## src/vaddsub_consts.vh

```
`ifndef VADDSUB_CONSTS_VH
`define VADDSUB_CONSTS_VH

// Instruction form codes.
`define FORM_DUAL_HALF 2'h0
`define FORM_QUAD_HALF 2'h1
`define FORM_DUAL_WORD 2'h2
`define FORM_ACCUM     2'h3

// Scaling option codes.
`define SCALE_NONE     2'h0
`define SCALE_HALVE    2'h1
`define SCALE_DOUBLE   2'h2

// Widths.
`define HALF_W         16
`define WORD_W         32
`define ACC_W          40
`define IDX_W          3

`endif

```

## src/addsub_lane.v

```verilog
`timescale 1ns/1ps
`include "vaddsub_consts.vh"

// One add/subtract lane with optional scaling and signed saturation.
module addsub_lane #(
   parameter W  = 16,
   parameter RW = 16
) (
   input  wire [W-1:0]  a,
   input  wire [W-1:0]  b,
   input  wire          sub,
   input  wire          sat,
   input  wire [1:0]    scale,
   output reg  [RW-1:0] res,
   output wire          carry,
   output reg           ovf
);
   wire [W:0]   b_eff;
   wire [W:0]   uns;
   wire [W:0]   full;
   reg  [W+1:0] ext;
   wire         fits;
   wire [RW-1:0] maxv;
   wire [RW-1:0] minv;

   // Subtraction is addition of the inverted operand plus one.
   assign b_eff = {1'b0, (sub ? ~b : b)};
   assign uns   = {1'b0, a} + b_eff + {{W{1'b0}}, sub};
   assign carry = uns[W];
   assign full  = sub ? ({a[W-1], a} - {b[W-1], b}) : ({a[W-1], a} + {b[W-1], b});

   always @*
   begin
      case (scale)
         `SCALE_HALVE:  ext = {full[W], full[W], full[W:1]}; // RULE12
         `SCALE_DOUBLE: ext = {full, 1'b0}; // RULE13
         default:       ext = {full[W], full};
      endcase
   end

   // The scaled value fits when the result sign bit and all bits above it agree.
   assign fits = (&ext[W+1:RW-1]) | ~(|ext[W+1:RW-1]);
   assign maxv = {1'b0, {(RW-1){1'b1}}};
   assign minv = {1'b1, {(RW-1){1'b0}}};

   always @*
   begin
      ovf = ~fits; // RULE22
      if (sat && !fits)
         res = ext[W+1] ? minv : maxv; // RULE14
      else
         res = ext[RW-1:0]; // RULE22
   end
endmodule

```

## src/vector_add_subtract_unit.v

```verilog
`timescale 1ns/1ps
`include "vaddsub_consts.vh"

// Function
// RULE1: Dual half form adds or subtracts upper and lower halves independently.
// RULE2: Each result goes to its own destination register.
// RULE3: Issuer names two distinct destinations for two-result forms.
// RULE4: Issuer uses one source pair for both operations of paired forms.
// RULE5: Quad form makes two destinations: add/add with sub/sub, or add/sub with sub/add.
// RULE6: Dual word form writes sum and difference, optional 32-bit saturation.
// RULE7: Accumulator form writes sum and difference; form picks subtraction order.
// RULE8: Clamp in dual half form saturates each result to signed 16 bits.
// RULE9: Swap in dual half form exchanges the two half results.
// RULE10: Clamp-and-swap applies both saturation and exchange.
// RULE11: Clamp in other forms saturates at 16 bits for halves, 32 for words.
// RULE12: Halve option shifts each result right arithmetically by one.
// RULE13: Double option shifts each result left by one, truncating.
// RULE14: In quad form scaling happens before saturation.
// RULE15: Scaling only in quad form; swap only in dual half form.
// RULE16: Zero flag set if any result is zero, else cleared.
// RULE17: Negative flag set if any result is negative, else cleared.
// RULE18: Right and left carry flags follow the right and left operations.
// RULE19: Overflow set on any overflow; sticky overflow set with it, else kept.
// RULE20: All other status flags are left unchanged.
// RULE21: Paired issue alongside permitted short instructions is accepted.
// RULE22: Without clamp results wrap; overflow comes from the sign bits.
module vector_add_subtract_unit (
   input  wire        SYS_CLK,
   input  wire        RST_B,
   input  wire        CLK_EN,
   input  wire        ISSUE_VALID,
   input  wire        PAIRED_ISSUE,
   input  wire [1:0]  FORM,
   input  wire [1:0]  OP_SEL,
   input  wire        SAT_EN,
   input  wire        SWAP_EN,
   input  wire [1:0]  SCALE,
   input  wire [31:0] SRC0,
   input  wire [31:0] SRC1,
   input  wire [39:0] ACCUMULATOR_ZERO,
   input  wire [39:0] ACCUMULATOR_ONE,
   input  wire [2:0]  DEST0_IDX,
   input  wire [2:0]  DEST1_IDX,
   output reg  [31:0] RESULT0,
   output reg  [31:0] RESULT1,
   output reg         WR0_EN,
   output reg         WR1_EN,
   output reg  [2:0]  WR0_IDX,
   output reg  [2:0]  WR1_IDX,
   output reg         FLAG_UPDATE,
   output reg         ZERO_RESULT_FLAG,
   output reg         NEGATIVE_RESULT_FLAG,
   output reg         CARRY_RIGHT_FLAG,
   output reg         CARRY_LEFT_FLAG,
   output reg         OVERFLOW_FLAG,
   output reg         STICKY_SUM_TOO_LARGE,
   output reg         PAIRED_DONE,
   output reg         DEST_CLASH
);
   localparam HW = `HALF_W;
   localparam WW = `WORD_W;
   localparam AW = `ACC_W;

   wire            is_dual;
   wire            is_quad;
   wire            is_word;
   wire            is_acc;
   wire            two_dest;
   wire            do_sat;
   wire            do_swap;
   wire [1:0]      half_scale;
   reg  [3:0]      half_sub;
   wire [HW-1:0]   half_res  [0:3];
   wire [3:0]      half_carry;
   wire [3:0]      half_ovf;
   wire [AW-1:0]   wa;
   wire [AW-1:0]   wb;
   wire [WW-1:0]   wide_res  [0:1];
   wire [1:0]      wide_carry;
   wire [1:0]      wide_ovf;
   wire [WW:0]     word_sum;
   wire [WW:0]     word_dif;
   wire            go;

   reg  [WW-1:0]   r0_nxt;
   reg  [WW-1:0]   r1_nxt;
   reg             z_nxt;
   reg             n_nxt;
   reg             cr_nxt;
   reg             cl_nxt;
   reg             v_nxt;

   assign go       = CLK_EN & ISSUE_VALID;
   assign is_dual  = (FORM == `FORM_DUAL_HALF);
   assign is_quad  = (FORM == `FORM_QUAD_HALF);
   assign is_word  = (FORM == `FORM_DUAL_WORD);
   assign is_acc   = (FORM == `FORM_ACCUM);
   assign two_dest = ~is_dual;
   assign do_sat   = SAT_EN; // RULE8 RULE11
   assign do_swap  = is_dual & SWAP_EN; // RULE15
   assign half_scale = is_quad ? SCALE : `SCALE_NONE; // RULE15

   // Lane order: 0 dest0 low, 1 dest0 high, 2 dest1 low, 3 dest1 high.
   // Dual half: OP_SEL[1] selects the high operation, OP_SEL[0] the low.
   // Quad: OP_SEL[0] low gives add/add and sub/sub, high gives add/sub and sub/add.
   always @*
   begin
      case (FORM)
         `FORM_DUAL_HALF:
         begin
            half_sub = {1'b1, ~OP_SEL[0], OP_SEL[1], OP_SEL[0]}; // RULE1
         end
         `FORM_QUAD_HALF:
         begin
            half_sub = {1'b1, ~OP_SEL[0], 1'b0, OP_SEL[0]}; // RULE5
         end
         default:
         begin
            half_sub = {1'b1, ~OP_SEL[0], 1'b0, OP_SEL[0]};
         end
      endcase
   end

   // Both results of a pair share one operand pair: SRC0 and SRC1, or the two accumulators in accumulator form.
   genvar k;
   generate
      for (k = 0; k < 4; k = k + 1)
      begin : g_half
         addsub_lane #(
            .W  (HW),
            .RW (HW)
         ) u_lane (
            .a     (SRC0[(k%2)*HW +: HW]), // RULE4
            .b     (SRC1[(k%2)*HW +: HW]), // RULE4
            .sub   (half_sub[k]),
            .sat   (do_sat),
            .scale (half_scale),
            .res   (half_res[k]),
            .carry (half_carry[k]),
            .ovf   (half_ovf[k])
         );
      end
   endgenerate

   // Wide operands: sign-extended words, or accumulators in chosen order.
   assign wa = is_acc ? (OP_SEL[0] ? ACCUMULATOR_ZERO : ACCUMULATOR_ONE)
                      : {{(AW-WW){SRC0[WW-1]}}, SRC0}; // RULE7
   assign wb = is_acc ? (OP_SEL[0] ? ACCUMULATOR_ONE : ACCUMULATOR_ZERO)
                      : {{(AW-WW){SRC1[WW-1]}}, SRC1}; // RULE7

   generate
      for (k = 0; k < 2; k = k + 1)
      begin : g_wide
         addsub_lane #(
            .W  (AW),
            .RW (WW)
         ) u_lane (
            .a     (wa),
            .b     (wb),
            .sub   (k == 1),
            .sat   (do_sat),
            .scale (`SCALE_NONE),
            .res   (wide_res[k]),
            .carry (wide_carry[k]),
            .ovf   (wide_ovf[k])
         );
      end
   endgenerate

   // Word carries are taken at 32 bits, not from the extended operands.
   assign word_sum = {1'b0, SRC0} + {1'b0, SRC1};
   assign word_dif = {1'b0, SRC0} + {1'b0, ~SRC1} + {{WW{1'b0}}, 1'b1};

   always @*
   begin
      r0_nxt = {half_res[1], half_res[0]};
      r1_nxt = {half_res[3], half_res[2]};
      z_nxt  = 1'b0;
      n_nxt  = 1'b0;
      cr_nxt = 1'b0;
      cl_nxt = 1'b0;
      v_nxt  = 1'b0;
      case (FORM)
         `FORM_DUAL_HALF:
         begin
            if (do_swap)
               r0_nxt = {half_res[0], half_res[1]}; // RULE9 RULE10
            z_nxt  = (half_res[0] == 16'h0000) | (half_res[1] == 16'h0000); // RULE16
            n_nxt  = half_res[0][HW-1] | half_res[1][HW-1]; // RULE17
            cr_nxt = half_carry[0]; // RULE18
            cl_nxt = half_carry[1]; // RULE18
            v_nxt  = half_ovf[0] | half_ovf[1]; // RULE19
         end
         `FORM_QUAD_HALF:
         begin
            z_nxt  = (half_res[0] == 16'h0000) | (half_res[1] == 16'h0000)
                   | (half_res[2] == 16'h0000) | (half_res[3] == 16'h0000); // RULE16
            n_nxt  = half_res[0][HW-1] | half_res[1][HW-1]
                   | half_res[2][HW-1] | half_res[3][HW-1]; // RULE17
            cr_nxt = half_carry[2] | half_carry[3]; // RULE18
            cl_nxt = half_carry[0] | half_carry[1]; // RULE18
            v_nxt  = |half_ovf; // RULE19
         end
         `FORM_DUAL_WORD, `FORM_ACCUM:
         begin
            r0_nxt = wide_res[0]; // RULE6 RULE7
            r1_nxt = wide_res[1]; // RULE6 RULE7
            z_nxt  = (wide_res[0] == 32'h0000_0000)
                   | (wide_res[1] == 32'h0000_0000); // RULE16
            n_nxt  = wide_res[0][WW-1] | wide_res[1][WW-1]; // RULE17
            cr_nxt = is_word ? word_dif[WW] : wide_carry[1]; // RULE18
            cl_nxt = is_word ? word_sum[WW] : wide_carry[0]; // RULE18
            v_nxt  = |wide_ovf; // RULE19
         end
         default:
         begin
            v_nxt  = 1'b0;
         end
      endcase
   end

   // Write strobes and indication pulses stand for one cycle after each issue.
   always @(posedge SYS_CLK or negedge RST_B)
   begin
      if (!RST_B)
      begin
         WR0_EN      <= 1'b0;
         WR1_EN      <= 1'b0;
         FLAG_UPDATE <= 1'b0;
         PAIRED_DONE <= 1'b0;
         DEST_CLASH  <= 1'b0;
      end
      else if (CLK_EN)
      begin
         WR0_EN      <= ISSUE_VALID; // RULE2
         WR1_EN      <= ISSUE_VALID & two_dest; // RULE2
         FLAG_UPDATE <= ISSUE_VALID; // RULE20
         PAIRED_DONE <= ISSUE_VALID & PAIRED_ISSUE; // RULE21
         DEST_CLASH  <= ISSUE_VALID & two_dest & (DEST0_IDX == DEST1_IDX); // RULE3
      end
   end

   // Results hold until the next taken issue.
   always @(posedge SYS_CLK or negedge RST_B)
   begin
      if (!RST_B)
      begin
         RESULT0 <= 32'h0000_0000;
         RESULT1 <= 32'h0000_0000;
      end
      else if (go)
      begin
         RESULT0 <= r0_nxt; // RULE2
         RESULT1 <= r1_nxt; // RULE2
      end
   end

   // Destination numbers travel with the results they belong to.
   always @(posedge SYS_CLK or negedge RST_B)
   begin
      if (!RST_B)
      begin
         WR0_IDX <= 3'h0;
         WR1_IDX <= 3'h0;
      end
      else if (go)
      begin
         WR0_IDX <= DEST0_IDX; // RULE2
         WR1_IDX <= DEST1_IDX; // RULE2
      end
   end

   // The five result flags follow each issue and hold in between.
   always @(posedge SYS_CLK or negedge RST_B)
   begin
      if (!RST_B)
      begin
         ZERO_RESULT_FLAG     <= 1'b0;
         NEGATIVE_RESULT_FLAG <= 1'b0;
         CARRY_RIGHT_FLAG     <= 1'b0;
         CARRY_LEFT_FLAG      <= 1'b0;
         OVERFLOW_FLAG        <= 1'b0;
      end
      else if (go)
      begin
         ZERO_RESULT_FLAG     <= z_nxt; // RULE16
         NEGATIVE_RESULT_FLAG <= n_nxt; // RULE17
         CARRY_RIGHT_FLAG     <= cr_nxt; // RULE18
         CARRY_LEFT_FLAG      <= cl_nxt; // RULE18
         OVERFLOW_FLAG        <= v_nxt; // RULE19
      end
   end

   // Sticky overflow only ever sets here; reset alone clears it.
   always @(posedge SYS_CLK or negedge RST_B)
   begin
      if (!RST_B)
      begin
         STICKY_SUM_TOO_LARGE <= 1'b0;
      end
      else if (go && v_nxt)
      begin
         STICKY_SUM_TOO_LARGE <= 1'b1; // RULE19
      end
   end
endmodule

```

## config.mk

```make
export PLATFORM = sky130hd
export DESIGN_NAME = vector_add_subtract_unit
export DESIGN_NICKNAME = d
export VERILOG_FILES = /design/src/addsub_lane.v /design/src/vector_add_subtract_unit.v
export VERILOG_INCLUDE_DIRS = /design/src
export SDC_FILE = /design/constraint.sdc
export NUM_CORES = 1
export LEC_CHECK = 0
export ABC_AREA = 1
export BUFFER_PORTS_ARGS = -buffer_cell sky130_fd_sc_hd__buf_2
export CAP_MARGIN = 25
export CORE_AREA = 2 2 190 192
export DETAILED_ROUTE_END_ITERATION = 16
export DIE_AREA = 0 0 192 194
export PLACE_DENSITY = 0.86
export SLEW_MARGIN = 15
export SYNTH_ARGS = -nofsm -noshare
export SYNTH_HDL_FRONTEND = slang
export SYNTH_SLANG_ARGS = --single-unit
```

## constraint.sdc

```tcl
create_clock -name SYS_CLK -period 0.8 [get_ports SYS_CLK]
set_input_delay 0 -clock SYS_CLK [delete_from_list [all_inputs] [get_ports SYS_CLK]]
set_output_delay 0 -clock SYS_CLK [all_outputs]
set_load 0.005 [all_outputs]
```

==> results of run 1 <==
==> cell families after synthesis <==
kind of cell             after synthesis
XOR/XNOR                             125
flip-flops                            80
AND/OR/NAND/NOR                     1843
buffers and inverters                650
AO/OA/AOI/OAI                        713
multiplexers                           2
adder cells (fa/ha/maj)              198
==> synthesized netlist by cell type, types with 22 or more instances <==
master,n,area [sq um]
a21oi_1,266,1330
a31oi_1,30,188
buf_2,60,300
clkbuf_1,73,274
dfrtp_1,80,2000
ha_1,192,2400
inv_1,443,1660
inv_2,29,109
nand2_1,1096,4110
nand2_2,22,138
nand3_1,231,1160
nand4_1,27,169
nor2_1,386,1450
o21ai_0,207,1040
o21bai_1,22,165
o22ai_1,30,188
xor2_1,108,946
==> through the flow <==
| stage | setup TNS [ns] | setup slack, ns | util (%) |
|---|---|---|---|
| 2_1_floorplan | -176.14 | -2.68 | - |
| 3_3_place_gp | -220.17 | -3.27 | 80.8 |
| 3_5_place_dp | -236.76 | -3.60 | 80.8 |
| 4_1_cts | -184.11 | -2.66 | 88.6 |
==> layer usage <==
layer	GRT overflow	GRT usage, %
met1	29	88.9
met2	640	103
met3	41	83.4
met4	297	91.7
met5	1	65.5
==> repair_timing <==
action                                 CTS
endpoints found under the hold margin   87
setup endpoints to repair              153
setup buffers                           48
cloned                                  10
hold buffers                             8
resized for setup                      452
pin swaps                               82
==> flow_summary_export.csv, run 1 <==
group,metric,value,unit
synthesis,synth_edf_count,0,
clock_tree,clockBufferDepth,2,
floorplan,die_h,194,um
synthesis,synth_compound_area_share,20.9,%
placement,post_dp_cell_area,28500,sq um
synthesis,syn_nets,3972,
synthesis,muxShareOfSynthArea,0.0996,%
floorplan,std_cell_rows,69,
synthesis,ys_ff_latch,80,
outcome,tool.error,"[ERROR GRT-0116] Global routing finished with congestion. Check the congestion regions in the DRC Viewer.",
synthesis,yosys.area_share.simple,38.0,%
placement,dp_cells,5078,
clock_tree,cts_sinks,80,
synthesis,synthAdderAreaFrac,12.6,%
global_route,grt_max_degree,39,
clock_tree,htreeDepth,3,
synthesis,ys_warn_count,0,
placement,dpl.hpwl,87500,um
synthesis,synth-xor-area-share,5.45,%
synthesis,synth_top_family_by_area,"simple AND/OR/NAND/NOR gates",
floorplan,start_util,57.0,%
global_route,overflow,1008,
outcome,status,"stopped before the end",
outcome,lastStage,"5_1_grt",
clock_tree,cts_root_buf,"clkbuf_16",
synthesis,syn_inst,3611,
floorplan,die_width,192,um
clock_tree,numCtsBuffers,9,
placement,routabilityCongestion,1.20,
synthesis,synth_area,20100,sq um
synthesis,postSynthAreaPerCell,5.56,sq um
synthesis,yosysUniqueCellTypes,61,
synthesis,yosysSeqAreaShare,9.96,%
synthesis,ys_async_sr_fraction,100,%
global_route,grt_usage,91.5,%
placement,portBuffers,243,
global_route,grt_pass1_vias,42500,
floorplan,pin_count,244,
global_route,grt_pass1_wl,267000,um
synthesis,yosys_most_used_dff,"dfrtp_1",
==> inputs of run 2 (changes only) <==
--- a/config.mk
+++ b/config.mk
@@ -9,10 +9,10 @@
 export ABC_AREA = 1
 export BUFFER_PORTS_ARGS = -buffer_cell sky130_fd_sc_hd__buf_2
 export CAP_MARGIN = 25
-export CORE_AREA = 2 2 190 192
+export CORE_AREA = 2 2 228 230
 export DETAILED_ROUTE_END_ITERATION = 16
-export DIE_AREA = 0 0 192 194
-export PLACE_DENSITY = 0.86
+export DIE_AREA = 0 0 230 232
+export PLACE_DENSITY_LB_ADDON = 0.15
 export SLEW_MARGIN = 15
 export SYNTH_ARGS = -nofsm -noshare
 export SYNTH_HDL_FRONTEND = slang
==> run 2 against run 1 <==
Effect of this change: the flow now finishes, with violations (negative setup slack); synthesized area did not move; synthesized cell count did not move.
==> flow_summary_export.csv, run 2 <==
group,metric,value,unit
synthesis,muxShareOfSynthArea,0.0996,%
synthesis,yosys.area_share.simple,38.0,%
setup_path,regToRegStartpoint,"RESULT1[5]",
floorplan,die_h,232,um
synthesis,synth_area_leaders,"nand2_1 20%, ha_1 12%, dfrtp_1 10%",
synthesis,syn_inst,3611,
power_and_ir_drop,sw_frac_of_total,49.1,%
detailed_routing,first_pass_iters,6,
global_route,antenna_found_initial,0,
worst_hold_path,whs_path_depth,3,
power_and_ir_drop,ir_drop,0.00102,V
placement,portBuffers,243,
worst_hold_path,holdPathEnd,"DEST_CLASH",
setup_path,worst-path-max-fanout,8,
clock_tree,numCtsBuffers,9,
synthesis,synth-xor-area-share,5.45,%
clock_tree,htreeDepth,3,
sta,period_share,436,%
placement,dpl.hpwl,88900,um
clock_tree,cts_sinks,80,
setup_path,start_kind,"primary input",
worst_hold_path,hold_start,"DEST0_IDX[1]",
setup_path,ff2ff_setup_slack,0.03,ns
power_and_ir_drop,power.internal,0.0250,W
placement,routabilityCongestion,1.06,
clock_tree,clockBufferDepth,2,
run,drv_cap,0,
sta,whs,0.0187,ns
finish,antennaDiodeCount,0,
clock_tree,insertion_delay,0.34,ns
worst_hold_path,hp-class,"primary input to flop",
synthesis,synth_top_family_by_area,"simple AND/OR/NAND/NOR gates",
finish,nNetsFinal,5143,
setup_path,startpoint,"FORM[0]",
synthesis,synth_area,20100,sq um
detailed_routing,topRoutingLayerUsed,"met4",
sta,finalClockSkew,0,ns
sta,hold_viol,0,
synthesis,ys_warn_count,0,
clock_tree,cts_root_buf,"clkbuf_16",
finish,layout_common_cells,"1019 x buf_4, 986 x nand2_1, 422 x inv_1",
power_and_ir_drop,p_switching,0.0241,W
detailed_routing,viasPerCell,5.30,
floorplan,start_util,39.5,%
power_and_ir_drop,seq_power_share,11.1,%
sta,rsz0062_at_grt,"yes",
synthesis,synth_compound_area_share,20.9,%
synthesis,postSynthAreaPerCell,5.56,sq um
detailed_routing,drcViolationCount,0,
synthesis,yosysUniqueCellTypes,61,
setup_path,worst_r2r_endpoint,"RESULT1[5]",
detailed_routing,drt-met1-wl,46200,um
synthesis,yosysSeqAreaShare,9.96,%
sta,fin_crit,3.49,ns
synthesis,syn_nets,3972,
detailed_routing,wl_per_cell,19.3,um
clock_tree,clkTransAtPathRegs,0.06,ns
setup_path,cp.required,1.08,ns
floorplan,die_area,53400,sq um
floorplan,die_width,230,um
synthesis,synth_edf_count,0,
detailed_routing,wirelength,106000,um
sta,drv_slew,0,
finish,seq_area,2000,sq um
sta,setup_slack,-2.69,ns
floorplan,pin_count,244,
setup_path,arrival,3.76,ns
finish,layout_commonest_cell,"buf_4",
power_and_ir_drop,combPwrFrac,80.3,%
synthesis,ys_async_sr_fraction,100,%
setup_path,endpoint_kind,"flop",
detailed_routing,drtAntennaViolNets,0,
synthesis,yosys_most_used_dff,"dfrtp_1",
setup_path,worst_path_most_repeated_cell,"nand2_1",
finish,fin_util,64.2,%
clock_tree,cts_tree,"yes",
sta,tightest_slew,0.804,ns
finish,reg_top3,"RESULT0 (32), RESULT1 (32)",
sta,max_freq,0.287,GHz
synthesis,synthTopCellsByCount,"1096 x nand2_1, 443 x inv_1, 386 x nor2_1",
power_and_ir_drop,cellPowerDensity,1500,nW/um^2
power_and_ir_drop,p_leak,17.5,nW
finish,multi_input_area,17700,sq um
synthesis,ys_ff_latch,80,
detailed_routing,drtIter0Drc,2979,
synthesis,yosysTopAreaCellShare,20.5,%
global_route,grt_usage,38.1,%
outcome,violations,"negative setup slack",
setup_path,max_stage_delay,0.33,ns
global_route,overflow,0,
detailed_routing,dr_wl_met2,44700,um
floorplan,fp.coreArea,50900,sq um
sta,setup_viol,152,
global_route,grt_max_degree,40,
sta,relSlewSlack,46.2,%
synthesis,yosysTopAreaCell,"nand2_1",
setup_path,path_class,"primary input to flop",
global_route,grt_pass1_vias,26700,
outcome,status,"finished, violations left",
finish,filler_cell_count,4897,
finish,drive_gt1_share,39.0,%
setup_path,critical-path-slowest-cell,"nor4_1",
global_route,grt_pass1_wl,157000,um
finish,area_growth_syn_to_layout,62.6,%
setup_path,rr_worst_depth,1,
synthesis,synth_most_common_cell,"nand2_1",
power_and_ir_drop,pwr-share-clk,8.5,%
detailed_routing,wl_met3,9290,um
floorplan,std_cell_rows,83,
synthesis,synthAdderAreaFrac,12.6,%
detailed_routing,num_vias,29000,
-- run 2: layout make-up --
cell class / count / area share [%]
Multi-Input combinational cell: 2881 / 54.1
Timing Repair Buffer: 1331 / 30.6
Sequential cell: 80 / 6.13
Inverter: 479 / 5.63
Tap cell: 680 / 2.60
Clock buffer: 10 / 0.731
Clock inverter: 5 / 0.199
-- run 2: critical path, delay by kind of cell --
kind	cells	cell delay [ns]
AOI/OAI and AO/OA	2	0.23
and+or+nand+nor	21	2.30
adders and majority gates	1	0.32
buffers and inverters	8	0.89
-- run 2: power groups by stage --
stage          clock network [W]  logic [W]  registers, W
2_1_floorplan                  0     0.0153       0.00543
6_report                 0.00419     0.0395       0.00548
3_3_place_gp                   0     0.0341       0.00550
4_1_cts                  0.00424     0.0367       0.00544
5_1_grt                  0.00439     0.0420       0.00555
3_5_place_dp                   0     0.0341       0.00550
-- run 2: worst max path at each step --
stage	depth (start not counted)	slack [ns]	end
floorplan	28	-2.68	RESULT1[0]
global placement	28	-3.56	RESULT1[7]
detailed placement	28	-3.58	RESULT1[9]
CTS	29	-2.60	ZERO_RESULT_FLAG
global route	33	-2.94	ZERO_RESULT_FLAG
finish	32	-2.69	ZERO_RESULT_FLAG
-- run 2: metal layers --
| layer | vias to the layer above | global-route usage [%] |
|---|---|---|
| met2 | 1405 | 59.1 |
| met5 | - | 0 |
| li1 | 14100 | - |
| met3 | 218 | 4.96 |
| met4 | 0 | 16.3 |
| met1 | 13300 | 52.8 |
-- run 2: what timing repair did --
action | CTS | global route
cloned | 3 | 2
gates resized for setup | 404 | 265
hold buffers | 9 | 0
pin swaps | 75 | 106
endpoints found under the setup margin | 152 | 153
endpoints found under the hold margin | 89 | 0
setup buffers | 41 | 29
-- run 2: through the flow --
stage | instances | total power (W) | setup TNS [ns] | setup slack, ns | area [sq um]
floorplan | 3611 | 0.0207 | -176.14 | -2.68 | 20300
global placement | 5371 | 0.0396 | -238.08 | -3.56 | 29200
detailed placement | 5371 | 0.0396 | -241.36 | -3.58 | 29200
CTS | 5437 | 0.0463 | -181.30 | -2.60 | 31500
global route | 5466 | 0.0519 | -198.38 | -2.94 | 32700
finish | 5466 | 0.0492 | -185.10 | -2.69 | 32700
-- run 2: kinds of logic after synthesis --
family,count (synthesis)
buffers and inverters,650
DFF,80
AOI/OAI and AO/OA,713
muxes,2
and+or+nand+nor,1843
adders and majority gates,198
xor gates and xnor gates,125
Power figures use the tool's default switching activity.
